--- config.mk ---
export PLATFORM = sky130hd
export DESIGN_NAME = bhp_core
export DESIGN_NICKNAME = d
export VERILOG_FILES = /design/src/bhp_pkg.sv /design/src/bhp_skid.sv /design/src/bhp_core.sv
export SDC_FILE = /design/constraint.sdc
export NUM_CORES = 1
export LEC_CHECK = 0
export BUFFER_PORTS_ARGS = -buffer_cell sky130_fd_sc_hd__clkbuf_2
export CORE_MARGIN = 1
export CORE_UTILIZATION = 50
export DETAILED_ROUTE_END_ITERATION = 8
export PLACE_DENSITY = 0.69
export SYNTH_ARGS = -nofsm -noshare
export SYNTH_HDL_FRONTEND = slang
export SYNTH_SLANG_ARGS = --single-unit
--- constraint.sdc ---
create_clock -name i_clk -period 4.9 [get_ports i_clk]
set_clock_uncertainty 0.2 [all_clocks]
set_input_delay 0.245 -clock i_clk [delete_from_list [all_inputs] [get_ports i_clk]]
set_output_delay 0.245 -clock i_clk [all_outputs]
set_load 0.02 [all_outputs]
--- src/bhp_pkg.sv ---
/*
 holds constants of the host-protocol front end: state bits, events, command ids, frame layout.
 assumes nothing of its surroundings.
*/
package bhp_pkg;
    // ------------------------------------------------------------
    // state bitmap
    // ------------------------------------------------------------
    localparam logic [15:0] ST_READY    = 16'h0001;
    localparam logic [15:0] ST_CAPTURE  = 16'h0004;
    localparam logic [15:0] ST_IMAGE    = 16'h0010;
    localparam logic [15:0] ST_XFER     = 16'h0040;
    localparam logic [15:0] ST_FINGER   = 16'h0080;
    localparam logic [15:0] ST_SYSERR   = 16'h0400;
    localparam logic [15:0] ST_ENROLL   = 16'h1000;
    localparam logic [15:0] ST_IDENT    = 16'h2000;
    localparam logic [15:0] ST_NAV      = 16'h4000;
    localparam logic [15:0] ST_ABORTABLE = 16'h7054;
    localparam logic [15:0] ST_SEARCH   = 16'h7004;
    localparam logic [15:0] ST_RESET    = 16'h0000;
    // ------------------------------------------------------------
    // events
    // ------------------------------------------------------------
    localparam logic [15:0] EV_NONE     = 16'h0000;
    localparam logic [15:0] EV_IDLE     = 16'h0001;
    localparam logic [15:0] EV_FDETECT  = 16'h0003;
    localparam logic [15:0] EV_FLOST    = 16'h0004;
    localparam logic [15:0] EV_IMAGE    = 16'h0005;
    localparam logic [15:0] EV_FAILED   = 16'h0006;
    // ------------------------------------------------------------
    // commands and frame layout
    // ------------------------------------------------------------
    localparam logic [15:0] CMD_STATUS   = 16'h0040;
    localparam logic [15:0] CMD_CAPTURE  = 16'h0050;
    localparam logic [15:0] CMD_ABORT    = 16'h0052;
    localparam logic [15:0] CMD_IMGDATA  = 16'h0053;
    localparam logic [15:0] CMD_ENROLL   = 16'h0054;
    localparam logic [15:0] CMD_IDENT    = 16'h0055;
    localparam logic [15:0] CMD_NAV      = 16'h0200;
    localparam logic [15:0] PROTO_VER    = 16'h0004;
    localparam logic [15:0] MSG_TYPE_RSP = 16'h0012;
    localparam logic [15:0] RSP_PAYLOAD  = 16'h0004;
    localparam logic [3:0]  FRAME_HDR_LEN = 4'h8;
    localparam logic [3:0]  CMD_HDR_LEN   = 4'h4;
    localparam logic [4:0]  RSP_LEN       = 5'h10;
endpackage

--- src/bhp_skid.sv ---
/*
 holds a two-entry byte buffer with valid/ready on both sides.
 assumes one clock and a synchronous copy of reset.
*/
`timescale 1ns/100ps
module bhp_skid #(
    parameter int WIDTH = 8
) (
    // clock and reset
    input  wire logic             i_clk,
    input  wire logic             i_rst_b,
    // fill side
    input  wire logic             i_valid,
    output logic                  o_ready,
    input  wire logic [WIDTH-1:0] i_data,
    // drain side
    output logic                  o_valid,
    input  wire logic             i_ready,
    output logic [WIDTH-1:0]      o_data
);
    initial begin
        if (WIDTH < 1) $error("width must be positive");
    end

    logic [WIDTH-1:0] mem_reg [2];
    logic             wr_ptr_reg;
    logic             rd_ptr_reg;
    logic [1:0]       count_reg;
    logic             push;
    logic             pop;

    assign o_ready = (count_reg != 2'h2);
    assign o_valid = (count_reg != 2'h0);
    assign o_data  = mem_reg[rd_ptr_reg];
    assign push    = i_valid && o_ready;
    assign pop     = o_valid && i_ready;

    always_ff @(posedge i_clk or negedge i_rst_b) begin
        if (!i_rst_b) begin
            mem_reg[0] <= '0;
            mem_reg[1] <= '0;
        end else if (push) begin
            mem_reg[wr_ptr_reg] <= i_data;
        end
    end

    always_ff @(posedge i_clk or negedge i_rst_b) begin
        if (!i_rst_b) begin
            wr_ptr_reg <= 1'b0;
            rd_ptr_reg <= 1'b0;
            count_reg  <= 2'h0;
        end else begin
            if (push) wr_ptr_reg <= ~wr_ptr_reg;
            if (pop) rd_ptr_reg <= ~rd_ptr_reg;
            if (push && !pop) count_reg <= count_reg + 2'h1;
            else if (pop && !push) count_reg <= count_reg - 2'h1;
        end
    end
endmodule

--- src/bhp_core.sv ---
/*
 holds the protocol front end: frame parser, state bitmap, status response builder.
 assumes a byte stream from a transport on i_clk and sensor/engine event strobes on i_clk.
*/
`timescale 1ns/100ps
// How it works
// - sixteen-bit state bitmap, bits combine freely
// - one search mode at once, else error
// - ready bit survives abort
// - capture arms; capture yields image; abort clears
// - image bit clears after image readout
// - transfer bit held during session, abort clears
// - finger bit only while searching; abort keeps
// - error bit clears once code read
// - enroll bit clears at completion or abort
// - identify bit clears at result or abort
// - navigation bit held until abort
// - every command answered with state, event
// - idle event at startup; none is zero
// - touch while searching raises detect; leave raises lost
// - image ready event; failed command event
// - frame header, command header, then payload
// - multi-byte fields least significant first
// - version, type, flags, length, two bytes each
// - wrong version frame silently dropped
// - command id then type, payload after
// - abort and status command identifiers
module bhp_core (
    // clock and reset
    input  wire logic       i_clk,
    input  wire logic       i_rst_b,
    // receive byte stream
    input  wire logic       i_rx_valid,
    output logic            o_rx_ready,
    input  wire logic [7:0] i_rx_data,
    // transmit byte stream
    output logic            o_tx_valid,
    input  wire logic       i_tx_ready,
    output logic [7:0]      o_tx_data,
    // engine events, one-cycle pulses
    input  wire logic       i_app_ready,
    input  wire logic       i_touch,
    input  wire logic       i_lift,
    input  wire logic       i_image_taken,
    input  wire logic       i_image_read,
    input  wire logic       i_xfer_start,
    input  wire logic       i_xfer_end,
    input  wire logic       i_sys_error,
    input  wire logic       i_error_read,
    input  wire logic       i_enroll_done,
    input  wire logic       i_match_reported,
    // status
    output logic [15:0]     o_state,
    output logic [15:0]     o_cmd_id,
    output logic            o_cmd_strobe
);
    // ------------------------------------------------------------
    // reset release
    // ------------------------------------------------------------
    logic [1:0] rst_sync_reg;
    logic       rst_b;
    always_ff @(posedge i_clk or negedge i_rst_b) begin
        if (!i_rst_b) rst_sync_reg <= 2'b00;
        else rst_sync_reg <= {rst_sync_reg[0], 1'b1};
    end
    assign rst_b = rst_sync_reg[1];

    // ------------------------------------------------------------
    // receive parser
    // ------------------------------------------------------------
    typedef enum logic [1:0] {RX_HDR, RX_SKIP, RX_WAIT} bhp_rx_t;
    bhp_rx_t     rx_state_reg;
    logic [3:0]  rx_idx_reg;
    logic [7:0]  rx_lo_reg;
    logic [15:0] rx_ver_reg;
    logic [15:0] rx_len_reg;
    logic [15:0] rx_cmd_reg;
    logic [15:0] skip_reg;
    logic        rx_take;
    logic        hdr_done;
    logic        cmd_go;
    logic        resp_busy;
    logic [15:0] word_in;

    assign o_rx_ready = (rx_state_reg != RX_WAIT);
    assign rx_take    = i_rx_valid && o_rx_ready;
    assign word_in    = {i_rx_data, rx_lo_reg};
    assign hdr_done   = rx_take && (rx_state_reg == RX_HDR)
                        && (rx_idx_reg == bhp_pkg::FRAME_HDR_LEN + bhp_pkg::CMD_HDR_LEN - 4'h1);

    always_ff @(posedge i_clk or negedge rst_b) begin
        if (!rst_b) begin
            rx_state_reg <= RX_HDR;
            rx_idx_reg   <= 4'h0;
            rx_lo_reg    <= 8'h00;
            rx_ver_reg   <= 16'h0000;
            rx_len_reg   <= 16'h0000;
            rx_cmd_reg   <= 16'h0000;
            skip_reg     <= 16'h0000;
        end else begin
            case (rx_state_reg)
                RX_HDR: begin
                    if (rx_take) begin
                        rx_lo_reg  <= i_rx_data;
                        rx_idx_reg <= rx_idx_reg + 4'h1;
                        case (rx_idx_reg)
                            4'h1: rx_ver_reg <= word_in;
                            4'h7: rx_len_reg <= word_in;
                            4'h9: rx_cmd_reg <= word_in;
                            default: ;
                        endcase
                        if (hdr_done) begin
                            rx_idx_reg <= 4'h0;
                            skip_reg   <= rx_len_reg;
                            if (rx_len_reg != 16'h0000) rx_state_reg <= RX_SKIP;
                            else if (rx_ver_reg == bhp_pkg::PROTO_VER) rx_state_reg <= RX_WAIT;
                        end
                    end
                end
                RX_SKIP: begin
                    // payloads are not interpreted here, only consumed
                    if (rx_take) begin
                        skip_reg <= skip_reg - 16'h0001;
                        if (skip_reg == 16'h0001) begin
                            if (rx_ver_reg == bhp_pkg::PROTO_VER) rx_state_reg <= RX_WAIT;
                            else rx_state_reg <= RX_HDR;
                        end
                    end
                end
                RX_WAIT: begin
                    if (cmd_go) rx_state_reg <= RX_HDR;
                end
                default: rx_state_reg <= RX_HDR;
            endcase
        end
    end

    // one command at a time: a parsed frame waits until the previous response is all in the skid buffer
    assign cmd_go = (rx_state_reg == RX_WAIT) && !resp_busy;

    // ------------------------------------------------------------
    // command decode
    // ------------------------------------------------------------
    function automatic logic [15:0] mode_bit(input logic [15:0] cmd);
        case (cmd)
            bhp_pkg::CMD_CAPTURE: mode_bit = bhp_pkg::ST_CAPTURE;
            bhp_pkg::CMD_ENROLL:  mode_bit = bhp_pkg::ST_ENROLL;
            bhp_pkg::CMD_IDENT:   mode_bit = bhp_pkg::ST_IDENT;
            bhp_pkg::CMD_NAV:     mode_bit = bhp_pkg::ST_NAV;
            default:              mode_bit = 16'h0000;
        endcase
    endfunction

    logic [15:0] state_reg;
    logic [15:0] want;
    logic        is_abort;
    logic        refuse;
    logic        searching;

    assign want      = mode_bit(rx_cmd_reg);
    assign is_abort  = (rx_cmd_reg == bhp_pkg::CMD_ABORT);
    assign searching = |(state_reg & bhp_pkg::ST_SEARCH);
    assign refuse    = (want != 16'h0000) && searching;

    // ------------------------------------------------------------
    // state bitmap
    // ------------------------------------------------------------
    logic [15:0] state_next;
    always_comb begin
        state_next = state_reg;
        if (i_app_ready) state_next = state_next | bhp_pkg::ST_READY;
        if (i_image_read) state_next = state_next & ~bhp_pkg::ST_IMAGE;
        if (i_xfer_end) state_next = state_next & ~bhp_pkg::ST_XFER;
        if (i_error_read) state_next = state_next & ~bhp_pkg::ST_SYSERR;
        if (i_enroll_done) state_next = state_next & ~bhp_pkg::ST_ENROLL;
        if (i_match_reported) state_next = state_next & ~bhp_pkg::ST_IDENT;
        if (i_lift) state_next = state_next & ~bhp_pkg::ST_FINGER;
        if (cmd_go && is_abort) state_next = state_next & ~bhp_pkg::ST_ABORTABLE;
        if (cmd_go && !refuse) state_next = state_next | want;
        if (i_image_taken && state_reg[2]) begin
            state_next = (state_next & ~bhp_pkg::ST_CAPTURE) | bhp_pkg::ST_IMAGE;
        end
        if (i_xfer_start) state_next = state_next | bhp_pkg::ST_XFER;
        if (i_sys_error) state_next = state_next | bhp_pkg::ST_SYSERR;
        if (i_touch && searching) state_next = state_next | bhp_pkg::ST_FINGER;
    end

    always_ff @(posedge i_clk or negedge rst_b) begin
        if (!rst_b) state_reg <= bhp_pkg::ST_RESET;
        else state_reg <= state_next;
    end

    // ------------------------------------------------------------
    // pending event, reported with the next response
    // ------------------------------------------------------------
    logic [15:0] event_reg;
    logic        resp_go;
    always_ff @(posedge i_clk or negedge rst_b) begin
        if (!rst_b) begin
            event_reg <= bhp_pkg::EV_IDLE;
        end else if (cmd_go && refuse) begin
            event_reg <= bhp_pkg::EV_FAILED;
        end else if (i_touch && searching) begin
            event_reg <= bhp_pkg::EV_FDETECT;
        end else if (i_lift) begin
            event_reg <= bhp_pkg::EV_FLOST;
        end else if (i_image_taken) begin
            event_reg <= bhp_pkg::EV_IMAGE;
        end else if (resp_go) begin
            event_reg <= bhp_pkg::EV_NONE;
        end
    end

    // ------------------------------------------------------------
    // response builder
    // ------------------------------------------------------------
    logic [3:0]  tx_idx_reg;
    logic        resp_reg;
    logic        go_d_reg;
    logic [15:0] snap_state_reg;
    logic [15:0] snap_event_reg;
    logic        tx_push;
    logic        tx_ready;
    logic [7:0]  tx_byte;

    assign resp_busy = resp_reg || go_d_reg;
    assign resp_go   = go_d_reg;

    // waiting a cycle lets the snapshot show the bitmap after the command
    always_ff @(posedge i_clk or negedge rst_b) begin
        if (!rst_b) go_d_reg <= 1'b0;
        else go_d_reg <= cmd_go;
    end

    always_ff @(posedge i_clk or negedge rst_b) begin
        if (!rst_b) begin
            resp_reg       <= 1'b0;
            tx_idx_reg     <= 4'h0;
            snap_state_reg <= 16'h0000;
            snap_event_reg <= 16'h0000;
        end else if (go_d_reg) begin
            resp_reg       <= 1'b1;
            tx_idx_reg     <= 4'h0;
            snap_state_reg <= state_reg;
            snap_event_reg <= event_reg;
        end else if (tx_push) begin
            tx_idx_reg <= tx_idx_reg + 4'h1;
            if ({1'b0, tx_idx_reg} == bhp_pkg::RSP_LEN - 5'h1) resp_reg <= 1'b0;
        end
    end

    function automatic logic [7:0] pick(input logic [15:0] w, input logic hi);
        pick = hi ? w[15:8] : w[7:0];
    endfunction

    always_comb begin
        case (tx_idx_reg[3:1])
            3'h0: tx_byte = pick(bhp_pkg::PROTO_VER, tx_idx_reg[0]);
            3'h1: tx_byte = pick(bhp_pkg::MSG_TYPE_RSP, tx_idx_reg[0]);
            3'h2: tx_byte = 8'h00;
            3'h3: tx_byte = pick(bhp_pkg::RSP_PAYLOAD, tx_idx_reg[0]);
            3'h4: tx_byte = pick(bhp_pkg::CMD_STATUS, tx_idx_reg[0]);
            3'h5: tx_byte = 8'h00;
            3'h6: tx_byte = pick(snap_state_reg, tx_idx_reg[0]);
            3'h7: tx_byte = pick(snap_event_reg, tx_idx_reg[0]);
            default: tx_byte = 8'h00;
        endcase
    end

    assign tx_push = resp_reg && tx_ready;

    bhp_skid #(
        .WIDTH(8)
    ) u_skid (
        .i_clk   (i_clk),
        .i_rst_b (rst_b),
        .i_valid (resp_reg),
        .o_ready (tx_ready),
        .i_data  (tx_byte),
        .o_valid (o_tx_valid),
        .i_ready (i_tx_ready),
        .o_data  (o_tx_data)
    );

    // ------------------------------------------------------------
    // status outputs
    // ------------------------------------------------------------
    always_ff @(posedge i_clk or negedge rst_b) begin
        if (!rst_b) begin
            o_cmd_id     <= 16'h0000;
            o_cmd_strobe <= 1'b0;
        end else begin
            o_cmd_strobe <= cmd_go;
            if (cmd_go) o_cmd_id <= rx_cmd_reg;
        end
    end

    assign o_state = state_reg;
endmodule

# Word level (Yosys, flattened, before mapping)
# Index checks and enable logic that the tools add are counted.
# totals
ff_bits,186
latchBits,0
ram_bits,0
mem_bits_ro,0
word_cells,155
n_memories,0
# op_classes
n_addsub,5
mul,0
n_div,0
order_cmp,3
n_eq_ne,29
n_shift,0
mux,52
bitwise_logic,5
reduce_logical,40
# ops
operator,n
16-bit two-way mux,9
16-bit by 7-bit == test with 1-bit output (second input constant),4
8-bit two-way mux,8
15-bit one-hot mux with 4 select lines,1
8-bit one-hot mux with 6 select lines,1
16-bit one-hot mux with 2 select lines,1
16-bit nonzero test,2
11-bit two-way mux,2
7-bit two-way mux,3
2-bit two-way mux,10
16-bit bitwise mux,1
16-bit by 1-bit == test with 1-bit output (second input constant),1
16-bit by 10-bit == test with 1-bit output (second input constant),1
16-bit by 3-bit == test with 1-bit output (second input constant),1
16-bit by 15-bit bitwise OR with 16-bit output,1
16-bit by 1-bit subtractor with 16-bit output (second input constant),1
1-bit logical AND,15
15-bit two-way mux,1
5-bit two-way mux,3
14-bit two-way mux,1
2-bit != test (second input constant),7
13-bit two-way mux,1
3-bit == test (second input constant),4
4-bit == test (second input constant),3
31 further kinds,52

# Longest topological paths before layout
# Gate-level depths: netlist (run 1).
# logic_depth
ltp_word,14
depth_mapped,7
depth_no_buf,7

# Modules after synthesis
# A second synthesis (run 1) with hierarchy kept.
# hier_totals
cells_unflattened,557
hier_area_um2,6645.1
# modules_own_cells
module,instances,cells_per_inst,area_per_inst_um2
bhp_core,1,497,5675.4
bhp_skid,1,60,969.7

# Worst setup path after synthesis (run 1)
# No wires, ideal clock.
# synth_timing
kind,reg2reg
startpoint,register rx_state_reg[0]
endpoint,register rx_len_reg[10]
setup_ns,0.125
arrival_time_ns,1.757
slack_ns,2.818
stages_incl_launch_ff,8
n_path_buf,3
synth_period_minus_slack_ns,2.082
cell_sequence,dfrtp_1 buf_6 or3b_1 nor2_2 and3_1 buf_4 buf_6 mux2_2
# synth_between
elab_chain_cells,3
word_cells_on_any_way,4
# synth_lines
element,line,text
"start, declared",bhp_core.sv:72,bhp_rx_t rx_state_reg;
"start signal, assigned",bhp_core.sv:93,rx_state_reg <= RX_HDR;
"start signal, assigned",bhp_core.sv:115,if (rx_len_reg != 16'h0000) rx_state_reg <= RX_SKIP;
"start signal, assigned",bhp_core.sv:116,else if (rx_ver_reg == bhp_pkg::PROTO_VER) rx_state_reg <= RX_WAIT;
2-bit != test,bhp_core.sv:85,assign o_rx_ready = (rx_state_reg != RX_WAIT);
1-bit logical AND,bhp_core.sv:86,assign rx_take = i_rx_valid && o_rx_ready;
3-bit AND reduction (no source line) *,--,
"end signal, assigned",bhp_core.sv:108,4'h7: rx_len_reg <= word_in;
"end, declared",bhp_core.sv:76,logic [15:0] rx_len_reg;
# Every way passes the cells marked *; elsewhere a longest branch is shown, timed or not.
# A chain may end at the register's enable or synchronous reset.

==> impl_metrics.env, run 1 <==
export IMPL_routed_via_count=4509
export IMPL_grt_use_total_pct=22.26
export IMPL_post_drt_wl_per_cell_um=16.79
export IMPL_drt_initial_drc_count=389
export IMPL_rows=41
export IMPL_dieWidth_um=116.0
export IMPL_syn_inst=549
export IMPL_status="complete, no violations"
export IMPL_synth_edf_count=0
export IMPL_nets=658
export IMPL_detail_route_antenna_nets=0
export IMPL_hold_violations=0
export IMPL_startpoint="o_cmd_strobe$_DFF_PN0_"
export IMPL_area_growth_pct=18.34
export IMPL_start_util_pct=51.31
export IMPL_slew_headroom_pct=37.71
export IMPL_multiInputGateArea_um2=2680
export IMPL_dp_hpwl_mm=9.409
export IMPL_cts_tree="done"
export IMPL_period_needed_ns=3.020
export IMPL_drc=0
export IMPL_grt_overflow_total=0
export IMPL_max_freq_mhz=331.1
export IMPL_worstHoldPathCells=3
export IMPL_yosysUniqueCellTypes=58
export IMPL_synth_area_per_cell_um2=11.84
export IMPL_portBuffers=57
export IMPL_num_io_pins=66
export IMPL_async_flop_share_pct=100.0
export IMPL_ir_drop_mv=0.2776
export IMPL_finalHoldWorstSlack_ns=0.03459
export IMPL_grt_first_pass_wirelength_mm=22.47
export IMPL_utilization_pct=60.72
export IMPL_grt_pass1_vias=4393
export IMPL_place_area_um2=6883
export IMPL_cp_required_ns=5.00
export IMPL_arrival_ns=3.12
export IMPL_die_y_um=116.0
export IMPL_cp_start_kind="flip-flop"
export IMPL_insertion_delay_ns=0.42
export IMPL_path_max_fanout=22
export IMPL_clock_path_buffers=2
export IMPL_leakagePower_nw=3.644
export IMPL_h_tree_depth=4
export IMPL_final_cell_area_um2=7694
export IMPL_drt_total_wl_mm=13.66
export IMPL_synth_warnings=0
export IMPL_grt_max_degree=64
export IMPL_rsz0062_at_grt="false"
export IMPL_seqCellArea_um2=3608
export IMPL_cts_root_buffer="clkbuf_16"
export IMPL_nFillCells=1003
export IMPL_maxCapViolCount=0
export IMPL_p_total_mw=4.202
export IMPL_power_density_nw_per_um2=546.1
export IMPL_cts_sinks=144
export IMPL_drive_gt1_share_pct=31.31
export IMPL_via_per_inst=5.539
export IMPL_diodes=0
export IMPL_tightest_slew_ns=0.9343
export IMPL_cts_resized=0
export IMPL_globalplace_congestion=0.8279
export IMPL_ys_ff_latch=144
export IMPL_fin_crit_sh_pct=61.64
export IMPL_holdCritPathClass="in -> reg"
export IMPL_syn_area_um2=6501
export IMPL_r2r_start="o_cmd_strobe$_DFF_PN0_"
export IMPL_die_area_um2=13460
export IMPL_grt_antenna_before_repair=0
export IMPL_cp_end_kind="flip-flop"
export IMPL_cts_reportedPaths_clkPinSlew_ns=0.06
export IMPL_core_area_um2=12670
export IMPL_first_pass_iters=4
export IMPL_r2r_end="o_state[6]$_DFF_PN0_"
export IMPL_fin_tns_setup_ns=0
export IMPL_critical_path_class="reg -> reg"
export IMPL_ys_flop_type="dfrtp_1"
export IMPL_cts_buffers=17
export IMPL_slew_violations=0
export IMPL_r2r_cells=6
export IMPL_setup_violations=0
export IMPL_ys_seq_area_share_pct=55.45
export IMPL_crit_end="o_state[6]$_DFF_PN0_"
export IMPL_reg2reg_slack_ns=1.88
-- cell usage in the layout (no fill, tap or decap), types with 6 or more instances in the layout --
cell type / count
dfrtp_1: 142
mux2_2: 96
clkbuf_2: 57
nand2_1: 51
o21ai_0: 28
dlygate4sd3_1: 25
nor2_1: 23
inv_1: 19
clkbuf_16: 17
a21oi_1: 15
nor4_1: 13
nand3_1: 11
conb_1: 9
nor3_1: 7
ha_1: 6
-- cell type report --
| cell class | count | area share [%] |
|---|---|---|
| sequential | 144 | 46.90 |
| clock inverter | 9 | 1.073 |
| tap | 172 | 2.797 |
| timing repair buffer | 85 | 7.253 |
| multi-input combinational | 362 | 34.83 |
| clock buffer | 23 | 6.212 |
| inverter | 19 | 0.9270 |
-- cells by family after synthesis --
| logic type | Yosys count | share of synthesized area, % |
|---|---|---|
| AND/OR/NAND/NOR | 155 | 12.86 |
| flip-flops | 144 | 55.45 |
| multiplexers | 101 | 17.40 |
| AO/OA/AOI/OAI | 83 | 8.218 |
| buffers and inverters | 50 | 3.733 |
| XOR/XNOR | 8 | 1.078 |
| adder cells (fa/ha/maj) | 6 | 1.155 |
| other | 2 | 0.1155 |
-- routing by layer --
metal | vias up | part of all wire [%] | global-route usage (%) | wire length, um
met4 | 0 | 2.1 | 9.231 | 285
met2 | 95 | 49 | 35.99 | 6731
met3 | 24 | 3.8 | 5.230 | 517
li1 | 2111 | - | - | -
met1 | 2279 | 45 | 28.92 | 6129
met5 | - | 0 | 0 | 0
-- worst max-delay path: stages, from the launching register on --
cell	delay, ns
dfrtp_1	0.72
nor4b_4	0.36
buf_4	0.32
and4_1	0.32
nand3_1	0.16
a31o_2	0.27
dlygate4sd3_1	0.55
-- cells in the mapped netlist, types with 3 or more instances --
library cell	instances	area (um2)
o22ai_1	4	25.02
a22oi_1	4	30.03
mux2i_1	5	50.05
a22o_1	5	43.79
nand3_1	11	55.05
nand4_1	3	18.77
a211oi_1	3	22.52
or4_1	5	37.54
xor2_1	3	26.28
and3_1	5	31.28
nand3b_1	3	22.52
buf_4	9	67.56
and4_1	3	26.28
mux2_2	96	1081
nor4_1	13	81.33
xnor2_1	5	43.79
buf_2	5	25.02
a2bb2oi_1	3	26.28
nor2_1	23	86.33
dfrtp_1	143	3578
a31oi_1	4	25.02
nand2_1	51	191.4
a21oi_1	15	75.07
ha_1	6	75.07
clkbuf_1	14	52.55
or2_2	4	25.02
o21ai_0	28	140.1
nor3_1	7	35.03
nand2b_1	5	31.28
inv_1	19	71.32
a21o_1	5	37.54
nor2b_1	4	25.02
-- worst min-delay path by stage --
stage | start | end | slack (ns)
final | i_rx_valid | rx_state_reg[0]$_DFFE_PN0P_ | 0.03
after global routing | i_rx_valid | rx_state_reg[0]$_DFFE_PN0P_ | 0.04
after CTS | i_rx_valid | rx_state_reg[0]$_DFFE_PN0P_ | 0.03
after detailed placement | i_rst_b | rst_sync_reg[0]$_DFF_PN0_ | -0.17
after global placement | i_rst_b | rst_sync_reg[0]$_DFF_PN0_ | -0.17
after floorplan | i_rst_b | rst_sync_reg[0]$_DFF_PN0_ | -0.25
-- what timing repair did --
item,4_1_cts,5_1_grt
endpoints found under the hold margin,43,0
hold buffers,25,0
setup buffers,0,0
-- through the flow --
step	setup slack [ns]	cells
after floorplan	0.3925	556
after global placement	2.350	757
after detailed placement	2.199	757
after CTS	1.895	814
after global routing	1.696	814
final	1.880	814
-- power by group --
part	internal [mW]	leakage [nW]	switching [mW]
clock network	0.736	0.273	0.475
logic	0.530	1.52	0.497
registers	1.55	1.85	0.415
total	2.81	3.64	1.39
(Power assumes the default switching activity.)
==> run 2, diff against run 1 <==
clock period = 2.94 ns   (was 4.9 ns; I/O delays follow)
==> run 2 against run 1 <==
- first-iteration DRC count shrank 35%
- sequential share of layout area shrank 0.53 points
- sequential power grew 67%
- routed wire length grew 4.4%
- critical path depth is the same
- flip-flop and latch count is the same
- final area grew 1.1%
- combinational power grew 73%
- highest routed layer unchanged
==> impl_metrics.env, run 2 (synthesis results as in run 1) <==
export IMPL_worstHoldPathCells=0
export IMPL_cp_slowest_cell="dlygate4sd3_1"
export IMPL_dp_hpwl_mm=9.527
export IMPL_setup_ws_ns=0.2459
export IMPL_dpl_worst_slack_ns=0.7150
export IMPL_post_drt_wl_per_cell_um=17.34
export IMPL_grt_max_degree=54
export IMPL_postCtsSetupBuffers=0
export IMPL_detail_route_antenna_nets=0
export IMPL_via_per_inst=5.559
export IMPL_die_y_um=116.0
export IMPL_rows=41
export IMPL_cp_cell_sequence="nor4b_4, buf_4, nand4_1, nor2_1, o21ai_0, dlygate4sd3_1"
export IMPL_cts_root_buffer="clkbuf_16"
export IMPL_core_area_um2=12670
export IMPL_startpoint="rx_state_reg[0]$_DFFE_PN0P_"
export IMPL_num_io_pins=66
export IMPL_tightest_slew_ns=0.8771
export IMPL_drt_total_wl_mm=14.27
export IMPL_dieWidth_um=116.0
export IMPL_grt_antenna_before_repair=0
export IMPL_max_freq_mhz=371.2
export IMPL_routed_via_count=4575
export IMPL_arrival_ns=2.78
export IMPL_p_comb_share_pct=25.3
export IMPL_first_pass_iters=4
export IMPL_fin_tns_setup_ns=0
export IMPL_rsz0062_at_grt="false"
export IMPL_cts_sinks=144
export IMPL_final_common_cell="dfrtp_1"
export IMPL_portBuffers=57
export IMPL_nets=667
export IMPL_cp_required_ns=3.03
export IMPL_p_int_mw=4.638
export IMPL_cp_end_kind="flip-flop"
export IMPL_leakagePower_nw=3.688
export IMPL_path_max_fanout=18
export IMPL_hold_violations=0
export IMPL_drt_initial_drc_count=254
export IMPL_start_util_pct=51.31
export IMPL_setup_violations=0
export IMPL_cts_resized=0
export IMPL_pwr_share_clk_pct=28.2
export IMPL_grt_met3_usage_pct=5.335
export IMPL_p_total_mw=7.041
export IMPL_grt_use_total_pct=23.28
export IMPL_holdCritPathClass="reg -> reg"
export IMPL_grt_first_pass_wirelength_mm=23.14
export IMPL_cts_reportedPaths_clkPinSlew_ns=0.06
export IMPL_r2r_cells=6
export IMPL_min_to="rst_sync_reg[1]$_DFF_PN0_"
export IMPL_drc=0
export IMPL_h_tree_depth=4
export IMPL_r2r_end="o_state[4]$_DFFE_PN0P_"
export IMPL_diodes=0
export IMPL_drive_gt1_share_pct=32.41
export IMPL_cp_start_kind="flip-flop"
export IMPL_cts_tree="done"
export IMPL_met2_usage_pct=38.13
export IMPL_slew_headroom_pct=41.08
export IMPL_use_met1_pct=29.06
export IMPL_critical_path_class="reg -> reg"
export IMPL_period_needed_ns=2.694
export IMPL_cts_hold_buf=26
export IMPL_nFillCells=1032
export IMPL_status="complete, no violations"
export IMPL_swShare_pct=34.14
export IMPL_die_area_um2=13460
export IMPL_globalplace_congestion=0.8156
export IMPL_area_growth_pct=19.69
export IMPL_slew_violations=0
export IMPL_power_density_nw_per_um2=904.9
export IMPL_reg2reg_slack_ns=0.25
export IMPL_slowest_delay_ns=0.60
export IMPL_cts_buffers=17
export IMPL_maxCapViolCount=0
export IMPL_seqPwrFrac_pct=46.6
export IMPL_insertion_delay_ns=0.42
export IMPL_r2r_start="rx_state_reg[0]$_DFFE_PN0P_"
export IMPL_busiest_layer="met2"
export IMPL_layout_common_cells="142 x dfrtp_1, 96 x mux2_2, 57 x clkbuf_2, 51 x nand2_1, 28 x o21ai_0"
export IMPL_fin_crit_sh_pct=91.63
export IMPL_min_from="rst_sync_reg[0]$_DFF_PN0_"
export IMPL_ir_drop_mv=0.5966
export IMPL_power_switching_mw=2.404
export IMPL_grt_pass1_vias=4570
export IMPL_grt_overflow_total=0
export IMPL_clock_path_buffers=2
## run 2: cell count changes in the layout (fill, tap and decap cells not counted), moves of 2 or more
cell,change
clkinvlp_4,+2
clkbuf_1,-2
buf_4,+6
buf_12,+2
## run 2: critical path, delay by kind of cell, from the launching register on
kind / cells / cell delay [ns]
buf+inv: 2 / 0.92
compound gates: 1 / 0.13
simple gates: 3 / 0.81
flops: 1 / 0.50
## run 2: area by class of cell
type / instances / area, um2 / area share (%)
inverter: 19 / 71.32 / 0.9165
sequential: 144 / 3608 / 46.37
multi-input combinational: 362 / 2680 / 34.44
clock buffer: 21 / 470.5 / 6.046
tap: 172 / 215.2 / 2.766
timing repair buffer: 94 / 653.1 / 8.394
clock inverter: 11 / 82.58 / 1.061
## run 2: power by group through the flow
stage / Sequential [mW] / Combinational, mW / Clock, mW
global route: 3.37 / 2.00 / 2.10
detailed placement: 3.30 / 1.73 / 0
finish: 3.28 / 1.78 / 1.98
floorplan: 2.98 / 1.49 / 0
CTS: 3.27 / 1.78 / 2.02
global placement: 3.27 / 1.65 / 0
## run 2: worst max path at each step
stage | cells after the start | end
2_1_floorplan | 0 | event_reg[1]$_DFFE_PN0P_
3_3_place_gp | 4 | skip_reg[13]$_DFFE_PN0P_
3_5_place_dp | 5 | rx_cmd_reg[0]$_DFFE_PN0P_
4_1_cts | 6 | o_state[4]$_DFFE_PN0P_
5_1_grt | 6 | o_state[4]$_DFFE_PN0P_
6_report | 6 | o_state[4]$_DFFE_PN0P_
## run 2: per-layer routing
metal / wire length, um / up-vias
li1: - / 2134
met1: 6309 / 2317
met2: 7198 / 109
met3: 525 / 15
met4: 235 / 0
met5: 0 / -
## run 2: stage by stage
| step | util, % | cell area (um2) | cells | hold slack, ns |
|---|---|---|---|---|
| final | 61.41 | 7781 | 823 | 0.1499 |
| after CTS | 61.41 | 7781 | 823 | 0.1481 |
| after global routing | 61.41 | 7781 | 823 | 0.1578 |
| after floorplan | - | 6529 | 556 | -0.3486 |
| after detailed placement | 54.99 | 6968 | 765 | -0.2632 |
| after global placement | 54.99 | 6968 | 765 | -0.2665 |
